==> src/include/cdie_params.svh <==
// Constants for the character display instruction executor.
// Assumes a 200 MHz core clock and a 32-bit APB register window.
`ifndef CDIE_PARAMS_SVH
`define CDIE_PARAMS_SVH

// ****************************************
// Register offsets (byte addresses)
// ****************************************
`define CDIE_OFS_CMD 8'h00
`define CDIE_OFS_DATA 8'h04
`define CDIE_OFS_MODE 8'h08

// ****************************************
// Field positions
// ****************************************
`define CDIE_STAT_BUSY_BIT 7
`define CDIE_MODE_DISP_BIT 0
`define CDIE_MODE_CUR_BIT 1
`define CDIE_MODE_BLINK_BIT 2
`define CDIE_MODE_INC_BIT 3
`define CDIE_MODE_SHIFT_BIT 4
`define CDIE_MODE_W8_BIT 5
`define CDIE_MODE_TWO_BIT 6
`define CDIE_MODE_PAT_BIT 7
`define CDIE_MODE_BR_LSB 8
`define CDIE_MODE_NIB_BIT 10
`define CDIE_MODE_OFS_LSB 16

// ****************************************
// Reset values and codes
// ****************************************
`define CDIE_BLANK_CODE 8'h20
`define CDIE_RST_INC 1'b1
`define CDIE_RST_W8 1'b1
`define CDIE_RST_TWO 1'b1
`define CDIE_RST_BR 2'h0

// ****************************************
// Timing
// ****************************************
`define CDIE_CLK_PERIOD_NS 5
`define CDIE_EXEC_NS 1000
`define CDIE_BLINK_HALF_NS 500000000
`define CDIE_PWM_STEP_NS 320

`endif

==> src/include/cdie_pkg.sv <==
// Types shared by the instruction executor.
// Assumes cdie_params.svh sits on the include path.
`default_nettype none

package cdie_pkg;

  // ****************************************
  // Bus request
  // ****************************************
  typedef struct packed {
    logic psel;
    logic penable;
    logic pwrite;
    logic [7:0] paddr;
    logic [31:0] pwdata;
  } cdie_apb_req_type;

  // ****************************************
  // Sequencer states
  // ****************************************
  typedef enum logic [2:0] {
    CDIE_IDLE = 3'b001,
    CDIE_CLEAR = 3'b010,
    CDIE_EXEC = 3'b100
  } cdie_state_type;

  // ****************************************
  // Register state of the executor; the text and pattern RAMs sit outside it
  // ****************************************
  typedef struct packed {
    cdie_state_type state;
    logic busy;
    logic [15:0] exec_cnt;
    logic [6:0] fill_addr;
    logic [6:0] acc;
    logic sel_pattern;
    logic inc;
    logic shift_en;
    logic disp_on;
    logic cur_on;
    logic blink_on;
    logic width8;
    logic two_line;
    logic [1:0] bright;
    logic [6:0] shift_ofs;
    logic nib_pending;
    logic [3:0] nib_hi;
    logic [31:0] blink_cnt;
    logic blink_phase;
    logic [15:0] pwm_div;
    logic [1:0] pwm_phase;
    logic pready;
    logic pslverr;
    logic [31:0] prdata;
    logic [79:0] anode;
  } cdie_regs_type;

endpackage

`default_nettype wire

==> src/verilog/cdie_top.sv <==
// Instruction executor of a character display controller, APB slave.
// Assumes a single 200 MHz clock, synchronous reset and APB master outside.
//
// Local design decisions: register access over APB and the placing of the registers.
`include "cdie_params.svh"
`default_nettype none

module cdie_top #(
  parameter int BLINK_HALF_CYCLES = `CDIE_BLINK_HALF_NS / `CDIE_CLK_PERIOD_NS,
  parameter int EXEC_CYCLES =
    (`CDIE_EXEC_NS + `CDIE_CLK_PERIOD_NS - 1) / `CDIE_CLK_PERIOD_NS,
  parameter int PWM_STEP_CYCLES = `CDIE_PWM_STEP_NS / `CDIE_CLK_PERIOD_NS
) (
  // Clock and reset
  input wire logic CLOCK_I,
  input wire logic RST_I,
  // Register bus
  input wire cdie_pkg::cdie_apb_req_type APB_REQ_I,
  output logic [31:0] PRDATA_O,
  output logic PREADY_O,
  output logic PSLVERR_O,
  // Display drive
  output logic [79:0] ANODE_O,
  output logic DISPLAY_ON_O,
  output logic CURSOR_ON_O,
  output logic CURSOR_ALL_ON_O,
  output logic [6:0] CURSOR_ADDR_O,
  output logic [6:0] SHIFT_OFFSET_O,
  // Status
  output logic BUS_8BIT_O,
  output logic BUSY_O
);
  import cdie_pkg::*;

  // ****************************************
  // Helpers
  // ****************************************
  // Pattern RAM addresses live in the low 6 bits and wrap there
  function automatic logic [6:0] step_acc(input logic [6:0] a, input logic up,
                                          input logic pat);
    logic [6:0] n;
    n = up ? a + 7'h01 : a - 7'h01;
    step_acc = pat ? {1'b0, n[5:0]} : n;
  endfunction

  // Display offset: left shifts count up, right shifts down, modulo 128
  function automatic logic [6:0] step_ofs(input logic [6:0] o, input logic left);
    step_ofs = left ? o + 7'h01 : o - 7'h01;
  endfunction

  // ****************************************
  // State and memories
  // ****************************************
  cdie_regs_type r;
  cdie_regs_type next_r;
  logic [7:0] text_ram [0:127];
  logic [7:0] pattern_ram [0:63];
  logic text_we;
  logic [6:0] text_waddr;
  logic [7:0] text_wdata;
  logic pat_we;
  logic [5:0] pat_waddr;
  logic [7:0] pat_wdata;

  logic busy;
  logic done;
  logic wr;
  logic rd;
  logic go;
  logic [7:0] code;
  logic [7:0] ram_q;
  logic [31:0] mode_word;
  logic [2:0] on_quarters;
  logic lit;

  logic hit_cmd;
  logic hit_data;
  logic hit_mode;
  logic pwm_tick;
  logic blink_tick;

  assign busy = r.busy;
  assign done = APB_REQ_I.psel & APB_REQ_I.penable & r.pready;
  assign wr = done & APB_REQ_I.pwrite & ~busy;
  assign rd = done & ~APB_REQ_I.pwrite & ~busy;
  assign ram_q = r.sel_pattern ? pattern_ram[r.acc[5:0]] : text_ram[r.acc];
  assign on_quarters = 3'h4 - {1'b0, r.bright};
  assign lit = r.disp_on & ({1'b0, r.pwm_phase} < on_quarters);

  // ****************************************
  // Register decode
  // ****************************************
  // Exact byte compare; any other offset gets the error answer
  always_comb begin
    hit_cmd = 1'b0;
    hit_data = 1'b0;
    hit_mode = 1'b0;
    if (APB_REQ_I.paddr == `CDIE_OFS_CMD) begin
      hit_cmd = 1'b1;
    end else if (APB_REQ_I.paddr == `CDIE_OFS_DATA) begin
      hit_data = 1'b1;
    end else if (APB_REQ_I.paddr == `CDIE_OFS_MODE) begin
      hit_mode = 1'b1;
    end
  end

  // ****************************************
  // Timebase enables
  // ****************************************
  // One-cycle pulses from the dividers; nothing runs on a second clock
  assign pwm_tick = (r.pwm_div == 16'(PWM_STEP_CYCLES - 1));
  assign blink_tick = (r.blink_cnt == 32'(BLINK_HALF_CYCLES - 1));

  always_comb begin
    mode_word = 32'h0;
    mode_word[`CDIE_MODE_DISP_BIT] = r.disp_on;
    mode_word[`CDIE_MODE_CUR_BIT] = r.cur_on;
    mode_word[`CDIE_MODE_BLINK_BIT] = r.blink_on;
    mode_word[`CDIE_MODE_INC_BIT] = r.inc;
    mode_word[`CDIE_MODE_SHIFT_BIT] = r.shift_en;
    mode_word[`CDIE_MODE_W8_BIT] = r.width8;
    mode_word[`CDIE_MODE_TWO_BIT] = r.two_line;
    mode_word[`CDIE_MODE_PAT_BIT] = r.sel_pattern;
    mode_word[`CDIE_MODE_BR_LSB +: 2] = r.bright;
    mode_word[`CDIE_MODE_NIB_BIT] = r.nib_pending;
    mode_word[`CDIE_MODE_OFS_LSB +: 7] = r.shift_ofs;
  end

  // ****************************************
  // Next state
  // ****************************************
  always_comb begin
    next_r = r;
    text_we = 1'b0;
    text_waddr = r.fill_addr;
    text_wdata = `CDIE_BLANK_CODE;
    pat_we = 1'b0;
    pat_waddr = r.acc[5:0];
    pat_wdata = 8'h00;
    go = 1'b0;
    code = APB_REQ_I.pwdata[7:0];

    // Bus answer one cycle into the access phase
    next_r.pready = APB_REQ_I.psel & APB_REQ_I.penable & ~r.pready;
    next_r.pslverr = 1'b0;
    if (APB_REQ_I.psel & APB_REQ_I.penable & ~r.pready) begin
      next_r.prdata = 32'h0;
      if (hit_cmd) begin
        next_r.prdata[`CDIE_STAT_BUSY_BIT] = busy;
        next_r.prdata[6:0] = r.acc;
      end else if (hit_data) begin
        next_r.prdata[7:0] = ram_q;
      end else if (hit_mode) begin
        next_r.prdata = mode_word;
      end else begin
        next_r.pslverr = 1'b1;
      end
    end

    // Sequencer
    case (r.state)
      CDIE_CLEAR: begin
        text_we = 1'b1;
        next_r.fill_addr = r.fill_addr + 7'h01;
        if (r.fill_addr == 7'h7f) begin
          next_r.state = CDIE_IDLE;
        end
      end
      CDIE_EXEC: begin
        next_r.exec_cnt = r.exec_cnt - 16'h1;
        if (r.exec_cnt == 16'h0) begin
          next_r.state = CDIE_IDLE;
        end
      end
      default: begin
      end
    endcase

    // Nibble pairing: high nibble first, both on bits 7..4
    if (wr && (hit_cmd || hit_data)) begin
      if (r.width8) begin
        go = 1'b1;
      end else if (!r.nib_pending) begin
        next_r.nib_pending = 1'b1;
        next_r.nib_hi = APB_REQ_I.pwdata[7:4];
      end else begin
        go = 1'b1;
        code = {r.nib_hi, APB_REQ_I.pwdata[7:4]};
        next_r.nib_pending = 1'b0;
      end
    end

    if (go) begin
      next_r.state = CDIE_EXEC;
      next_r.exec_cnt = 16'(EXEC_CYCLES - 1);
    end

    if (go && hit_cmd) begin
      if (code[7]) begin
        next_r.acc = code[6:0];
        next_r.sel_pattern = 1'b0;
      end else if (code[6]) begin
        next_r.acc = {1'b0, code[5:0]};
        next_r.sel_pattern = 1'b1;
      end else if (code[5]) begin
        next_r.width8 = code[4];
        next_r.two_line = code[3];
        next_r.bright = code[1:0];
        next_r.nib_pending = 1'b0;
      end else if (code[4]) begin
        // Display RAM only; the low two bits carry nothing
        next_r.acc = step_acc(r.acc, code[2], 1'b0);
        if (code[3]) begin
          next_r.shift_ofs = step_ofs(r.shift_ofs, ~code[2]);
        end
        next_r.sel_pattern = 1'b0;
      end else if (code[3]) begin
        next_r.disp_on = code[2];
        next_r.cur_on = code[1];
        next_r.blink_on = code[0];
      end else if (code[2]) begin
        next_r.inc = code[1];
        next_r.shift_en = code[0];
      end else if (code[1]) begin
        next_r.acc = 7'h00;
        next_r.sel_pattern = 1'b0;
        next_r.shift_ofs = 7'h00;
      end else if (code[0]) begin
        next_r.state = CDIE_CLEAR;
        next_r.fill_addr = 7'h00;
        next_r.acc = 7'h00;
        next_r.sel_pattern = 1'b0;
        next_r.shift_ofs = 7'h00;
        next_r.inc = 1'b1;
      end
    end

    // Data access: write stores and steps, read steps
    if (go && hit_data) begin
      next_r.acc = step_acc(r.acc, r.inc, r.sel_pattern);
      if (r.sel_pattern) begin
        pat_we = 1'b1;
        pat_wdata = code;
      end else begin
        text_we = 1'b1;
        text_waddr = r.acc;
        text_wdata = code;
        if (r.shift_en) begin
          // Display moves against the counter so the cursor stays put
          next_r.shift_ofs = step_ofs(r.shift_ofs, r.inc);
        end
      end
    end
    if (rd && hit_data) begin
      next_r.acc = step_acc(r.acc, r.inc, r.sel_pattern);
    end

    // Blink timebase only runs while blink is on
    if (r.blink_on) begin
      next_r.blink_cnt = r.blink_cnt + 32'h1;
      if (blink_tick) begin
        next_r.blink_cnt = 32'h0;
        next_r.blink_phase = ~r.blink_phase;
      end
    end else begin
      next_r.blink_cnt = 32'h0;
      next_r.blink_phase = 1'b0;
    end

    // Brightness quarters, stepped by a divider enable
    next_r.pwm_div = r.pwm_div + 16'h1;
    if (pwm_tick) begin
      next_r.pwm_div = 16'h0;
      next_r.pwm_phase = r.pwm_phase + 2'h1;
    end
    next_r.anode = {(r.two_line & lit) ? 40'hff_ffff_ffff : 40'h0,
                    lit ? 40'hff_ffff_ffff : 40'h0};
    // Busy kept in its own flop so the status pin comes from a register
    next_r.busy = (next_r.state != CDIE_IDLE);
  end

  // ****************************************
  // Registers
  // ****************************************
  always_ff @(posedge CLOCK_I) begin
    if (RST_I) begin
      // Reset runs a clear, so busy stays up while RAM fills
      r <= '0;
      r.state <= CDIE_CLEAR;
      r.busy <= 1'b1;
      r.inc <= `CDIE_RST_INC;
      r.width8 <= `CDIE_RST_W8;
      r.two_line <= `CDIE_RST_TWO;
      r.bright <= `CDIE_RST_BR;
    end else begin
      r <= next_r;
    end
  end

  always_ff @(posedge CLOCK_I) begin
    if (text_we) begin
      text_ram[text_waddr] <= text_wdata;
    end
    if (pat_we) begin
      pattern_ram[pat_waddr] <= pat_wdata;
    end
  end

  // ****************************************
  // Outputs
  // ****************************************
  assign PRDATA_O = r.prdata;
  assign PREADY_O = r.pready;
  assign PSLVERR_O = r.pslverr;
  assign ANODE_O = r.anode;
  assign DISPLAY_ON_O = r.disp_on;
  assign CURSOR_ON_O = r.cur_on;
  assign CURSOR_ALL_ON_O = r.blink_phase;
  assign CURSOR_ADDR_O = r.acc;
  assign SHIFT_OFFSET_O = r.shift_ofs;
  assign BUS_8BIT_O = r.width8;
  assign BUSY_O = r.busy;

endmodule

`default_nettype wire

==> config.mk <==
export PLATFORM = sky130hd
export DESIGN_NAME = cdie_top
export DESIGN_NICKNAME = d
export VERILOG_FILES = /design/src/include/cdie_pkg.sv /design/src/verilog/cdie_top.sv
export VERILOG_INCLUDE_DIRS = /design/src /design/src/include
export SDC_FILE = /design/constraint.sdc
export NUM_CORES = 2
export LEC_CHECK = 0
export BUFFER_PORTS_ARGS = -buffer_cell sky130_fd_sc_hd__buf_2
export CORE_ASPECT_RATIO = 1.5
export CORE_MARGIN = 2
export CORE_UTILIZATION = 45
export DETAILED_ROUTE_END_ITERATION = 8
export PLACE_DENSITY = 0.68
export SYNTH_ARGS = -nofsm -noshare
export SYNTH_HDL_FRONTEND = slang
export SYNTH_SLANG_ARGS = --single-unit
export TNS_END_PERCENT = 30
==> constraint.sdc <==
create_clock -name CLOCK_I -period 12.25 [get_ports CLOCK_I]
set_input_delay 2.45 -clock CLOCK_I [delete_from_list [all_inputs] [get_ports CLOCK_I]]
set_output_delay 2.45 -clock CLOCK_I [all_outputs]
set_load 0.01 [all_outputs]
==> summary.txt <==
Placed design
  – GPL Wtd Cong: 0.9424
  – I/O Buffers: 139
  – Dpl ws: 5.103 ns
  – DPL Wire Length: 107800 um

Clock tree
  – Post-CTS sizing: 0
  – CTS Buf Count: 148
  – Longest Clk Path Bufs: 3
  – Post-CTS setup buffers: 0
  – Clock Sinks: 1672
  – CTS tree: done
  – CTS clk-pin slew, worst paths: 0.06 ns
  – Root Buffer: clkbuf_16
  – H-tree Lvls: 4
  – Hold buffers post-CTS: 0
  – Clk Latency, worst-skew pair: 0.79 ns

STA
  – RSZ-0062 raised after global routing: no
  – Final setup TNS: 0 ns
  – Final Worst Setup Slack: 5.857 ns
  – Final number of setup-violating endpoints: 0
  – Fmax: 156.4 MHz
  – Slew Viols, Final: 0
  – Final hold violations: 0
  – Slew HR: 0.08510
  – Post-layout minimum cycle time: 6.393 ns
  – Final Cycle Share: 0.5219
  – Skew final: 0.03062 ns
  – Slew @ Worst Pin: 1.355 ns

Setup path
  – CP startpoint kind: input pin
  – CP arrival: 6.77 ns
  – Crit. End Element: flip-flop
  – Max FO, Critical Path: 23
  – Crit Path Class: in -> reg
  – Critical Path RT: 12.63 ns

Synthesis
  – Synth warnings: 0
  – Syn_area_per_cell: 18.12 um^2
  – Register bit total from synthesis: 1672
  – Distinct cells, synth: 79
  – Number of synthesized flops with an enable pin: 1536
  – Synth Flop Type: edfxtp_1
  – Area of the mapped netlist: 0.06783 mm^2
  – Seq/Total Area, Yosys: 0.7201
  – Syn Inst Count: 3744
  – Asr flop ratio synth: 0

Power
  – VDD IR-drop max: 101.9 uV
  – Leak: 23.67 nW
  – Pwr dens: 147.6 mW/mm^2
  – Tot Pwr: 11.04 mW

Status
  – Outcome: finished clean

Die
  – Die width: 321.0 um
  – Site Rows: 174
  – Core ar.: 0.1498 mm^2
  – Die area: 0.1539 mm^2
  – Die H: 479.5 um
  – IO Pins: 178
  – Initial core utilization: 0.4528

Detailed routing
  – ANT nets after route: 0
  – DR iter-0 viols: 3712
  – DR vias: 35130
  – Wirelength per Cell: 28.45 um
  – Total wire length: 166600 um
  – First-pass DRT Iterations: 6
  – Via density: 5.999
  – DRC violations left: 0

Finish
  – Area Overhead vs Synth: 10.21%
  – Nets@finish: 3860
  – Fraction of layout cells with a size suffix above 1: 0.2340
  – Commonest cells after routing, fill and taps aside: edfxtp_1 (1536), mux4_2 (403), nor2_1 (328)
  – Most common cell after layout, fill and taps aside: edfxtp_1
  – Fillcell total: 11960
  – Multi-input gate area: 0.01725 mm^2
  – FF+latch area: 0.04887 mm^2

GRT
  – Largest net degree at the start of global routing: 115
  – Gr usage total: 0.2171
  – Initial antenna violation count: 2
  – Vias in the first global route: 34870
  – Total global routing overflow: 0
  – First-pass GRT wire length: 242800 um

Job
  – Max cap viols: 0

Hold path
  – Worst hold path class: reg -> reg
[report_power, final]
| part | leakage (nW) | switching, mW | total (mW) | internal [mW] |
|---|---|---|---|---|
| sequential | 16.1 | 0.0139 | 6.16 | 6.14 |
| combinational | 5.26 | 0.151 | 0.221 | 0.0695 |
| clock | 2.32 | 2.06 | 4.66 | 2.60 |
[state kept, by name, summed over array words and instances, names as in the netlist, named ones only]
register / flops
pattern_ram: 512
BUS_8BIT_O: 1
PSLVERR_O: 1
CURSOR_ADDR_O: 7
CURSOR_ALL_ON_O: 1
DISPLAY_ON_O: 1
text_ram: 1024
ANODE_O: 2
SHIFT_OFFSET_O: 7
r: 80
mode_word: 8
BUSY_O: 1
CURSOR_ON_O: 1
PRDATA_O: 18
PREADY_O: 1
[worst paths after layout]
path            startpoint              to  cells past startpoint  slack (ns)
max          APB_REQ_I[37]  text_ram[4][6]                      8        5.86
min            PRDATA_O[9]     PRDATA_O[9]                      2        0.45
max reg2reg      flip-flop     PRDATA_O[2]                      9        7.46
min reg2reg    PRDATA_O[9]     PRDATA_O[9]                      2        0.45
[stage by stage]
stage / cells / utilization / instance area, um^2 / hold WS [ns]
after floorplan: 3757 / - / 67880 / 0.4258
after global placement: 5589 / 0.4671 / 69970 / 0.4375
after detailed placement: 5589 / 0.4671 / 69970 / 0.4412
after CTS: 5854 / 0.4991 / 74750 / 0.4500
after global routing: 5855 / 0.4991 / 74760 / 0.4742
final: 5855 / 0.4991 / 74760 / 0.4466
[layer usage]
| layer | routed length (um) | vias up | track usage | part of all wire |
|---|---|---|---|---|
| met5 | 12 | - | 0 | 0.000072 |
| met2 | 87100 | 1570 | 0.3810 | 0.52 |
| met4 | 7997 | 2 | 0.09751 | 0.048 |
| li1 | - | 14990 | - | - |
| met3 | 11980 | 328 | 0.03764 | 0.072 |
| met1 | 59500 | 18240 | 0.2621 | 0.36 |
[worst max-delay path, cell delays in order]
cell and delay (ns):
buf_2 0.11, or4_4 0.55, or4_1 0.67, or3_2 0.89, mux2_4 0.38, o21ai_2 0.16, nand2b_4 0.39, nor3_1 1.13
[synthesized netlist by cell type (all sizes together) (5+ instances only)]
cell type  number  area, um^2
a22o            5       43.79
nand4          29       181.4
nand2b         16       115.1
a211oi         25       187.7
nor4           27       168.9
a41oi           6       52.55
nor2          345        1303
nor2b          24       150.1
a311oi          7       61.31
buf           241        1530
mux2i          93       943.4
a31oi          21       131.4
or4             6       48.80
dfxtp         136        2723
or2            12       75.08
and3           22       137.6
nor3           51       271.5
nand2         143       539.3
o211ai         10       75.07
a221oi         10       87.58
mux2           21       240.2
edfxtp       1536       46120
o22ai          12       75.07
inv            27       101.4
nand3b         17       127.6
nand3          82       425.4
or3            15       93.84
ha             12       150.1
nor4b           7       76.32
xnor2          32       280.3
mux4          403        9076
o31ai           9       108.9
o21ai          43       237.7
a22oi          46       345.3
xor2           42       367.9
and2           11       68.82
o221ai          7       61.31
a2111oi         6       53.80
nor3b          13       97.59
clkbuf         82       307.8
a21oi          57       285.3
[layout make-up]
type | count | area share
Clock inverter | 87 | 0.01237
Antenna cell | 1 | 0.00003347
Inverter | 27 | 0.001356
Timing Repair Buffer | 219 | 0.01784
Clock buffer | 178 | 0.05162
Tap cell | 1936 | 0.03240
Sequential cell | 1672 | 0.6537
Multi-Input combinational cell | 1735 | 0.2307
[cell families (layout without fill, tap and decap cells)]
family          count (synthesis)  after routing  synth area share
flops                        1672           1672            0.7201
simple gates                  830            830           0.05849
mux                           517            517            0.1513
buf+inv                       350            511           0.02859
compound gates                288            288           0.02968
xor+xnor                       74             74          0.009555
fa+ha+maj                      12             12          0.002214
other cells                     1             15        0.00005529
(Power assumes the default switching activity.)
